==> config.mk <==
export PLATFORM = sky130hd
export DESIGN_NAME = fcd_command_decoder
export DESIGN_NICKNAME = d
export VERILOG_FILES = /design/src/inc/fcd_pkg.sv /design/src/verilog/fcd_command_decoder.sv
export SDC_FILE = /design/constraint.sdc
export NUM_CORES = 1
export LEC_CHECK = 0
export BUFFER_PORTS_ARGS = -buffer_cell sky130_fd_sc_hd__buf_2
export CORE_ASPECT_RATIO = 0.5
export CORE_UTILIZATION = 40
export DETAILED_ROUTE_END_ITERATION = 10
export SLEW_MARGIN = 40
export SYNTH_ARGS = -nofsm -noshare
export SYNTH_HDL_FRONTEND = slang
export SYNTH_SLANG_ARGS = --single-unit
==> constraint.sdc <==
create_clock -name clk -period 7.1 [get_ports clk]
set_clock_uncertainty 0.1 [all_clocks]
set_input_delay 0.355 -clock clk [delete_from_list [all_inputs] [get_ports clk]]
set_output_delay 0.355 -clock clk [all_outputs]
set_load 0.03 [all_outputs]
==> src/inc/fcd_pkg.sv <==
// constants and types for the flash command decoder
// assumes one 250 MHz clock domain shared by the decoder and its write sequencer
`default_nettype none
package fcd_pkg;
  localparam int ADDR_W = 24;
  localparam int DATA_W = 16;
  localparam int BUF_IDX_W = 5;
  // command codes seen on the low data byte
  localparam logic [7:0] CMD_READ_ARRAY = 8'hFF;
  localparam logic [7:0] CMD_READ_STATUS = 8'h70;
  localparam logic [7:0] CMD_READ_ID = 8'h90;
  localparam logic [7:0] CMD_READ_QUERY = 8'h98;
  localparam logic [7:0] CMD_CLEAR_STATUS = 8'h50;
  localparam logic [7:0] CMD_PROG_SETUP = 8'h40;
  localparam logic [7:0] CMD_PROG_SETUP_ALT = 8'h10;
  localparam logic [7:0] CMD_BUF_PROG = 8'hE8;
  localparam logic [7:0] CMD_BULK_SETUP = 8'h80;
  localparam logic [7:0] CMD_ERASE_SETUP = 8'h20;
  localparam logic [7:0] CMD_CONFIRM = 8'hD0;
  localparam logic [7:0] CMD_SUSPEND = 8'hB0;
  // status flag bit positions and reset value
  localparam int SF_READY = 7;
  localparam int SF_ERASE_SUSP = 6;
  localparam int SF_ERASE_ERR = 5;
  localparam int SF_PROG_ERR = 4;
  localparam int SF_PROG_SUSP = 2;
  localparam logic [7:0] STATUS_RESET = 8'h80;
  localparam logic [2:0] PIN_IDLE = 3'h7;
  typedef enum logic [1:0] {
    RD_ARRAY = 2'b00, RD_STATUS = 2'b01, RD_ID = 2'b10, RD_QUERY = 2'b11
  } fcd_read_t;
  typedef enum logic [1:0] {
    OP_WORD = 2'b00, OP_BUFFER = 2'b01, OP_BULK = 2'b10, OP_ERASE = 2'b11
  } fcd_op_t;
  typedef enum logic [3:0] {
    ST_IDLE = 4'b0000, ST_PROG_SETUP = 4'b0001, ST_BUF_COUNT = 4'b0010,
    ST_BUF_DATA = 4'b0011, ST_BUF_CONFIRM = 4'b0100, ST_BULK_SETUP = 4'b0101,
    ST_ERASE_SETUP = 4'b0110, ST_PROG_BUSY = 4'b0111, ST_ERASE_BUSY = 4'b1000,
    ST_BULK_BUSY = 4'b1001, ST_PROG_SUSP = 4'b1010, ST_ERASE_SUSP = 4'b1011
  } fcd_state_t;
endpackage : fcd_pkg
`default_nettype wire

==> src/verilog/fcd_command_decoder.sv <==
// command decoder of a parallel NOR flash: read states, program/erase starts,
// suspend and resume, and the status flags
// assumes host writes arrive as one-cycle strobes on clk and that the write
// sequencer reports completion on clk; chip select and strobes are raw pins
// Notes on behaviour
// code FF selects array reads.
// code 70 selects status reads on the low byte.
// any program or erase start switches reads to status by itself.
// code 90 selects identifier reads on all sixteen lines.
// code 98 selects query reads on the low byte.
// sequencer only sets error flags; only code 50 clears them.
// after 40 the next write's address and data are programmed once.
// while programming only status read and suspend are honoured.
// async reads see fresh status only after chip select or output enable toggles.
// sync non-array reads refresh status on chip select or address-valid toggle.
// host must issue FF after programming; status reads persist.
// code 10 behaves exactly like 40.
// code E8 opens a buffered load of at most 32 words.
// confirm D0 after the load starts the buffered program.
// 80 arms bulk program awaiting D0; bulk mode then ignores commands.
// D0 right after 80 latches address and data for bulk mode.
// non-D0 after erase setup sets flags 4 and 5, selects status reads.
// D0 after erase setup latches the block address and starts erase.
// while erasing only status read and suspend are honoured.
// B0 suspends; flag 2 or 6 sets together with ready flag 7.
// a suspended sequencer stays suspended until a D0 write resumes it.
// D0 while suspended resumes the suspended operation.
// reset gives array reads and status flags 80.
// second buffered write carries word count minus one.
// commands decode from the low data byte; others ignored when busy.
`default_nettype none
module fcd_command_decoder
  import fcd_pkg::*;
(
  input wire logic clk,
  input wire logic arst_n,
  input wire logic cmd_we,
  input wire logic [ADDR_W-1:0] cmd_addr,
  input wire logic [DATA_W-1:0] cmd_data,
  input wire logic sync_mode,
  input wire logic ce_n_pin,
  input wire logic oe_n_pin,
  input wire logic address_valid_n_pin,
  input wire logic seq_done,
  input wire logic seq_fail,
  output fcd_read_t read_state,
  output logic [7:0] status_flags,
  output logic [7:0] status_view,
  output logic op_start,
  output fcd_op_t op_kind,
  output logic [ADDR_W-1:0] op_addr,
  output logic [DATA_W-1:0] op_data,
  output logic seq_suspend,
  output logic [BUF_IDX_W-1:0] buf_count,
  output logic buf_wr,
  output logic [BUF_IDX_W-1:0] buf_index,
  output logic [DATA_W-1:0] buf_wdata
);

  fcd_state_t state;
  fcd_state_t next_state;
  logic [BUF_IDX_W-1:0] buf_left;
  logic [2:0] pin_s1;
  logic [2:0] pin_s2;
  logic [2:0] pin_s3;
  logic [2:0] pin_stable;

  ////////////////////////////////////////////////////////////////////////////
  // command decode on the low data byte
  wire [7:0] cmd = cmd_data[7:0];
  wire is_ff = cmd == CMD_READ_ARRAY;
  wire is_status = cmd == CMD_READ_STATUS;
  wire is_id = cmd == CMD_READ_ID;
  wire is_query = cmd == CMD_READ_QUERY;
  wire is_clear = cmd == CMD_CLEAR_STATUS;
  wire is_prog = (cmd == CMD_PROG_SETUP) || (cmd == CMD_PROG_SETUP_ALT);
  wire is_buf = cmd == CMD_BUF_PROG;
  wire is_bulk = cmd == CMD_BULK_SETUP;
  wire is_erase = cmd == CMD_ERASE_SETUP;
  wire is_confirm = cmd == CMD_CONFIRM;
  wire is_suspend = cmd == CMD_SUSPEND;
  // groups of states; data-carrying states swallow every write as data
  wire st_free = (state == ST_IDLE);
  wire st_susp = (state == ST_PROG_SUSP) || (state == ST_ERASE_SUSP);
  wire st_busy = (state == ST_PROG_BUSY) || (state == ST_ERASE_BUSY);
  wire takes_cmds = st_free || st_susp || st_busy;
  // busy states honour only status read and suspend
  wire read_ok = st_busy ? is_status : (st_free || st_susp);
  wire clear_ok = cmd_we && is_clear && (st_free || st_susp);
  wire count_bad = cmd_data[DATA_W-1:BUF_IDX_W] != '0;

  ////////////////////////////////////////////////////////////////////////////
  // next state; a start or a sequence error is derived from the transition
  always_comb begin
    next_state = state;
    case (state)
      ST_IDLE: begin
        if (cmd_we && is_prog) begin
          next_state = ST_PROG_SETUP;
        end else if (cmd_we && is_buf) begin
          next_state = ST_BUF_COUNT;
        end else if (cmd_we && is_bulk) begin
          next_state = ST_BULK_SETUP;
        end else if (cmd_we && is_erase) begin
          next_state = ST_ERASE_SETUP;
        end
      end
      ST_PROG_SETUP: if (cmd_we) next_state = ST_PROG_BUSY;
      ST_BUF_COUNT: if (cmd_we) next_state = count_bad ? ST_IDLE : ST_BUF_DATA;
      ST_BUF_DATA: if (cmd_we && buf_left == '0) next_state = ST_BUF_CONFIRM;
      ST_BUF_CONFIRM: if (cmd_we) next_state = is_confirm ? ST_PROG_BUSY : ST_IDLE;
      ST_BULK_SETUP: if (cmd_we) next_state = is_confirm ? ST_BULK_BUSY : ST_IDLE;
      ST_ERASE_SETUP: if (cmd_we) next_state = is_confirm ? ST_ERASE_BUSY : ST_IDLE;
      ST_PROG_BUSY: begin
        if (seq_done) begin
          next_state = ST_IDLE;
        end else if (cmd_we && is_suspend) begin
          next_state = ST_PROG_SUSP;
        end
      end
      ST_ERASE_BUSY: begin
        if (seq_done) begin
          next_state = ST_IDLE;
        end else if (cmd_we && is_suspend) begin
          next_state = ST_ERASE_SUSP;
        end
      end
      ST_BULK_BUSY: if (seq_done) next_state = ST_IDLE;
      ST_PROG_SUSP: if (cmd_we && is_confirm) next_state = ST_PROG_BUSY;
      ST_ERASE_SUSP: if (cmd_we && is_confirm) next_state = ST_ERASE_BUSY;
      default: next_state = ST_IDLE;
    endcase
  end

  // a bad second cycle is a sequence error for every two-cycle command
  wire seq_err = cmd_we && next_state == ST_IDLE &&
    (state == ST_BUF_COUNT || state == ST_BUF_CONFIRM || state == ST_BULK_SETUP ||
     state == ST_ERASE_SETUP);
  wire next_busy = next_state == ST_PROG_BUSY || next_state == ST_ERASE_BUSY ||
    next_state == ST_BULK_BUSY;
  // a start is entry to a busy state from anything but suspend
  wire next_start = next_busy && !st_susp && !st_busy && state != ST_BULK_BUSY;
  wire fail_prog = seq_done && seq_fail && (state == ST_PROG_BUSY || state == ST_BULK_BUSY);
  wire fail_erase = seq_done && seq_fail && state == ST_ERASE_BUSY;

  ////////////////////////////////////////////////////////////////////////////
  // status flags: errors are sticky, set beats the clear of the same cycle
  wire next_prog_err = fail_prog || seq_err || (status_flags[SF_PROG_ERR] && !clear_ok);
  wire next_erase_err = fail_erase || seq_err || (status_flags[SF_ERASE_ERR] && !clear_ok);
  wire [7:0] next_status = {!next_busy, next_state == ST_ERASE_SUSP, next_erase_err,
    next_prog_err, 1'b0, next_state == ST_PROG_SUSP, 2'b00};

  ////////////////////////////////////////////////////////////////////////////
  // read state; programs, erases and sequence errors fall back to status
  fcd_read_t next_read;
  always_comb begin
    next_read = read_state;
    if (next_start || seq_err) begin
      next_read = RD_STATUS;
    end else if (cmd_we && takes_cmds && read_ok) begin
      if (is_ff) next_read = RD_ARRAY;
      else if (is_status) next_read = RD_STATUS;
      else if (is_id) next_read = RD_ID;
      else if (is_query) next_read = RD_QUERY;
    end
  end

  ////////////////////////////////////////////////////////////////////////////
  // pin synchronisers; a change counts once the second and third stages agree
  wire [2:0] pins = {address_valid_n_pin, oe_n_pin, ce_n_pin};
  wire [2:0] pin_change = ~(pin_s2 ^ pin_s3) & (pin_s3 ^ pin_stable);
  // async reads refresh on CE or OE, sync non-array reads on CE or ADV
  wire refresh = pin_change[0] || (sync_mode ? pin_change[2] : pin_change[1]);
  always_ff @(posedge clk or negedge arst_n) begin
    if (!arst_n) begin
      pin_s1 <= PIN_IDLE;
      pin_s2 <= PIN_IDLE;
      pin_s3 <= PIN_IDLE;
      pin_stable <= PIN_IDLE;
    end else begin
      pin_s1 <= pins;
      pin_s2 <= pin_s1;
      pin_s3 <= pin_s2;
      pin_stable <= pin_stable ^ pin_change;
    end
  end

  ////////////////////////////////////////////////////////////////////////////
  // control state and status; the view only moves on a synchronised control-pin toggle
  always_ff @(posedge clk or negedge arst_n) begin
    if (!arst_n) begin
      state <= ST_IDLE;
      read_state <= RD_ARRAY;
      status_flags <= STATUS_RESET;
      status_view <= STATUS_RESET;
      seq_suspend <= 1'b0;
    end else begin
      state <= next_state;
      read_state <= next_read;
      status_flags <= next_status;
      seq_suspend <= next_state == ST_PROG_SUSP || next_state == ST_ERASE_SUSP;
      if (refresh) status_view <= status_flags;
    end
  end

  ////////////////////////////////////////////////////////////////////////////
  // operation start; address and data of the confirming write are latched
  wire [1:0] start_kind = (state == ST_PROG_SETUP) ? OP_WORD :
    (state == ST_BUF_CONFIRM) ? OP_BUFFER : (state == ST_BULK_SETUP) ? OP_BULK : OP_ERASE;
  always_ff @(posedge clk or negedge arst_n) begin
    if (!arst_n) begin
      op_start <= 1'b0;
      op_kind <= OP_WORD;
      op_addr <= '0;
      op_data <= '0;
    end else begin
      op_start <= next_start;
      if (next_start) begin
        op_kind <= fcd_op_t'(start_kind);
        op_addr <= cmd_addr;
        op_data <= cmd_data;
      end
    end
  end

  ////////////////////////////////////////////////////////////////////////////
  // program buffer loading; bulk mode streams its data words the same way
  wire load_word = cmd_we && (state == ST_BUF_DATA || state == ST_BULK_BUSY);
  always_ff @(posedge clk or negedge arst_n) begin
    if (!arst_n) begin
      buf_count <= '0;
      buf_left <= '0;
      buf_wr <= 1'b0;
      buf_index <= '0;
      buf_wdata <= '0;
    end else begin
      buf_wr <= load_word;
      if (cmd_we && state == ST_BUF_COUNT) begin
        buf_count <= cmd_data[BUF_IDX_W-1:0];
        buf_left <= cmd_data[BUF_IDX_W-1:0];
        buf_index <= '0;
      end else if (next_start) begin
        buf_index <= '0;
      end else if (load_word) begin
        buf_left <= buf_left - 5'h01;
        buf_index <= buf_index + 5'h01; // a full 32-word load wraps cleanly
        buf_wdata <= cmd_data;
      end
    end
  end

  ////////////////////////////////////////////////////////////////////////////
  // checks next to the logic
  property p_read_array;
    @(posedge clk) disable iff (!arst_n)
    cmd_we && is_ff && (st_free || st_susp) |=> read_state == RD_ARRAY;
  endproperty
  a_read_array: assert property (p_read_array) else $error("array read not selected");
  property p_read_status;
    @(posedge clk) disable iff (!arst_n)
    cmd_we && is_status && takes_cmds |=> read_state == RD_STATUS;
  endproperty
  a_read_status: assert property (p_read_status) else $error("status read not selected");
  property p_auto_status;
    @(posedge clk) disable iff (!arst_n)
    op_start |-> read_state == RD_STATUS && !status_flags[SF_READY];
  endproperty
  a_auto_status: assert property (p_auto_status) else $error("start without status read");
  property p_read_id;
    @(posedge clk) disable iff (!arst_n)
    cmd_we && is_id && st_free |=> read_state == RD_ID;
  endproperty
  a_read_id: assert property (p_read_id) else $error("id read not selected");
  property p_read_query;
    @(posedge clk) disable iff (!arst_n)
    cmd_we && is_query && st_free |=> read_state == RD_QUERY;
  endproperty
  a_read_query: assert property (p_read_query) else $error("query read not selected");
  property p_err_sticky;
    @(posedge clk) disable iff (!arst_n)
    $fell(status_flags[SF_PROG_ERR]) |-> $past(clear_ok);
  endproperty
  a_err_sticky: assert property (p_err_sticky) else $error("error flag cleared without 50");
  property p_word_prog;
    @(posedge clk) disable iff (!arst_n)
    state == ST_PROG_SETUP && cmd_we |=> op_start && op_kind == OP_WORD && op_data == $past(cmd_data);
  endproperty
  a_word_prog: assert property (p_word_prog) else $error("word program not started");
  property p_busy_ignore;
    @(posedge clk) disable iff (!arst_n)
    st_busy && cmd_we && !is_status && !is_suspend |=> !op_start && read_state == $past(read_state);
  endproperty
  a_busy_ignore: assert property (p_busy_ignore) else $error("busy decoder obeyed a command");
  property p_erase_seq_err;
    @(posedge clk) disable iff (!arst_n)
    state == ST_ERASE_SETUP && cmd_we && !is_confirm |=>
      status_flags[5:4] == 2'b11 && read_state == RD_STATUS && state == ST_IDLE;
  endproperty
  a_erase_seq_err: assert property (p_erase_seq_err) else $error("erase sequence error missed");
  property p_suspend;
    @(posedge clk) disable iff (!arst_n)
    state == ST_PROG_BUSY && cmd_we && is_suspend && !seq_done |=>
      status_flags[SF_PROG_SUSP] && status_flags[SF_READY] && seq_suspend;
  endproperty
  a_suspend: assert property (p_suspend) else $error("program suspend not flagged");
  property p_stay_susp;
    @(posedge clk) disable iff (!arst_n)
    state == ST_ERASE_SUSP && !(cmd_we && is_confirm) |=> state == ST_ERASE_SUSP [*2] or
      (state == ST_ERASE_SUSP ##1 state == ST_ERASE_BUSY);
  endproperty
  a_stay_susp: assert property (p_stay_susp) else $error("suspend left without resume");
  property p_resume;
    @(posedge clk) disable iff (!arst_n)
    state == ST_PROG_SUSP && cmd_we && is_confirm |=> state == ST_PROG_BUSY && !seq_suspend;
  endproperty
  a_resume: assert property (p_resume) else $error("resume ignored");
  property p_view_refresh;
    @(posedge clk) disable iff (!arst_n)
    status_view != $past(status_view) |-> $past(refresh);
  endproperty
  a_view_refresh: assert property (p_view_refresh) else $error("status view moved on its own");
  c_buf_prog: cover property (@(posedge clk) disable iff (!arst_n) op_start && op_kind == OP_BUFFER);
  c_erase_susp: cover property (@(posedge clk) disable iff (!arst_n) state == ST_ERASE_SUSP);
  c_bulk: cover property (@(posedge clk) disable iff (!arst_n) state == ST_BULK_BUSY && buf_wr);
  c_refresh: cover property (@(posedge clk) disable iff (!arst_n) refresh && sync_mode);

endmodule : fcd_command_decoder
`default_nettype wire

==> qor.yml <==
worst_setup_path:
  startpoint: "state[3]$_DFF_PN0_"
  cp-start-kind: "register"
  cp.required_ns: 7.24
  crit_path_frequent_cell: "nor2b_1"
  ff2ff_setup_slack_ns: 3.68
  cp_num_buf_inv: 1
  cp-end-kind: "register"
  path_cells: "nor2b_1, nor2b_1, a21oi_1, nor3_1, nor4_4, o31a_4, inv_4, mux2_2"
  crit_fanout: 30
  r2r-start: "state[3]$_DFF_PN0_"
  arrival_ns: 3.56
  rr_worst_depth: 8
  cp.depth: 8
  cpMaxStageDelayCell: "dfrtp_1"
  crit_family: "simple AND/OR/NAND/NOR gates"
  path_class: "register to register"
  timing.rr.end: "op_addr[13]$_DFFE_PN0P_"
  cpPeakStageDelay_ns: 0.68
  crit_path_end: "op_addr[13]$_DFFE_PN0P_"
detailed_routing:
  ant_nets: 0
  postRouteWirelength_um: 10600
  drt_iter0_markers: 154
  viasPerCell: 5.02
  post-route-drc-count: 0
  firstDrtPassIters: 4
  wl_per_cell_um: 15.5
  num_vias: 3446
final_layout:
  layout_commonest_cell: "buf_2"
  area_growth_pct: 21.5
  layout-drive-gt1-share_pct: 44.2
  diodes: 0
  final_nets: 574
  final_cell_mix: "130 x buf_2, 90 x dfrtp_1, 61 x mux2_2, 34 x nand2_1, 20 x o21ai_0"
  fin_util_pct: 51.3
  fillCellCount: 1056
sta:
  timing.final.max_slew_violations: 0
  setup_viol: 0
  hold_viol: 0
  final.setup.tns_ns: 0
  rsz0062_at_grt: "false"
  worst_hold_slack_ns: 0.115
  fmax_ghz: 0.292
  finalCriticalPeriod_ns: 3.42
  slew_headroom_pct: 51.0
  finalWorstSetupSlack_ns: 3.68
  worst_pin_slew_ns: 0.729
  finalCritPeriodShare_pct: 48.2
worst_hold_path:
  hold_path.class: "input port to register"
  min_from: "cmd_addr[18]"
  whs_path_depth: 2
synthesis:
  synth_ff_type: "dfrtp_1"
  async_flop_share_pct: 100
  synth_adder_area_share_pct: 1.42
  synth_mux_area_share_pct: 15.5
  synthDistinctLibCells: 58
  ys_warn_count: 0
  ys_top_cells_by_area: "dfrtp_1 47%, mux2_2 14%, dfstp_2 7.7%"
  synth_top_area_share_pct: 47.2
  ys_ff_latch: 104
  avgSynthCellArea_sq_um: 12.0
  syn-cell-area_sq_um: 4770
  synth_top_family_by_area: "multiplexers"
  synth_compound_area_share_pct: 6.95
  synth_top_area_cell: "dfrtp_1"
  synth_edf_count: 0
  synth_seq_area_share_pct: 54.9
  netlist_instances: 397
  synthXorXnorAreaFrac_pct: 1.65
  yosys.area_share.simple_pct: 14.6
cts:
  numCtsBuffers: 9
  cts_tree: "done"
  clkTransAtPathRegs_ns: 0.08
  cts_root_buffer: "clkbuf_16"
  h-tree-depth: 3
  cts_buffer_depth: 2
  post_cts_buffers: 0
  clock_latency_ns: 0.34
  cts_sinks: 104
flow_run:
  drv_cap: 0
power:
  power.density_nw_per_um2: 329
  power.total_mw: 1.91
  irDropWorstVdd_v: 0.000163
  p_leak_nw: 2.95
grt:
  grt_pass1_wl_um: 17500
  antenna_found_initial: 0
  grt_overflow: 0
  grt.total_usage_pct: 18.5
  grt_pass1_vias: 3382
  grt_max_degree: 64
die:
  pin_count: 138
  die_h_um: 79.2
  dieArea_sq_um: 12400
  num_rows: 27
  die_width_um: 156
  start_util_pct: 42.2
  coreArea_sq_um: 11300
place:
  gp_congestion: 0.903
  hpwlAfterDp_um: 7390
  io_buffers: 131
  place_ws_ns: 3.49
outcome:
  run_status: "finished clean"
==> power by group <==
group / total, mW / switching, mW / internal [mW]
sequential: 0.812 / 0.0910 / 0.721
combinational: 0.624 / 0.403 / 0.221
clock: 0.473 / 0.229 / 0.244
total: 1.91 / 0.723 / 1.19
==> sequential cells by signal, indices dropped and copies added (netlist names), 3 cells and up, named ones only <==
| name | cells |
|---|---|
| op_addr | 24 |
| buf_wdata | 16 |
| op_data | 16 |
| buf_count | 5 |
| buf_index | 5 |
| buf_left | 5 |
| status_flags | 5 |
| status_view | 5 |
| state | 4 |
| pin_s1 | 3 |
| pin_s2 | 3 |
| pin_s3 | 3 |
==> per-stage QoR <==
stage	instances	area, sq um
after floorplan	402	4790
after detailed placement	666	5480
after CTS	685	5790
after global placement	666	5480
final	686	5800
after global routing	686	5800
==> worst min-delay path by stage <==
stage,slack [ns],end
after floorplan,-0.04,buf_count[0]$_DFFE_PN0P_
after global placement,0.25,pin_s2[0]$_DFF_PN1_
after detailed placement,0.25,pin_s2[0]$_DFF_PN1_
after CTS,0.003,pin_s1[2]$_DFF_PN1_
after global routing,0.11,op_addr[19]$_DFFE_PN0P_
final,0.12,op_addr[18]$_DFFE_PN0P_
==> area by class of cell <==
type,instances,area [sq um],area share (%)
Multi-Input combinational cell,257,1930,33.3
Timing Repair Buffer,137,717,12.4
Tap cell,159,199,3.43
Inverter,13,51.3,0.884
Clock buffer,10,229,3.95
Sequential cell,104,2620,45.2
Clock inverter,6,51.3,0.884
==> timing repair <==
item                                   in CTS  in global routing
gates resized for setup                     0                  0
endpoints found under the hold margin      34                  1
hold buffers                                3                  1
==> synthesized netlist by cell type (all sizes together), types with 3 or more instances <==
cell type   n
a21oi       7
a32o        3
and3        5
and4b       3
buf        23
clkbuf      5
dfrtp      90
dfstp      14
ha          3
inv        13
maj3        3
mux2       62
mux2i       4
nand2      34
nand2b      3
nand3      10
nand3b      4
nand4       8
nand4b      3
nor2       19
nor2b       8
nor3        7
nor4        5
nor4bb      3
o21ai      20
xnor2       5
xor2        4
==> metal layers <==
metal	track usage [%]	vias to the layer above	wire length, um
li1	-	1653	-
met1	24.6	1674	4920
met2	28.0	106	4790
met3	7.04	13	751
met4	5.59	0	142
met5	0	-	0
==> cell families after synthesis <==
kind of cell             after synthesis
AND/OR/NAND/NOR                      121
flip-flops                           104
multiplexers                          66
AO/OA/AOI/OAI                         49
buffers and inverters                 41
XOR/XNOR                               9
adder cells (fa/ha/maj)                6
other                                  1
No activity file was read; power rests on OpenSTA's default activity.
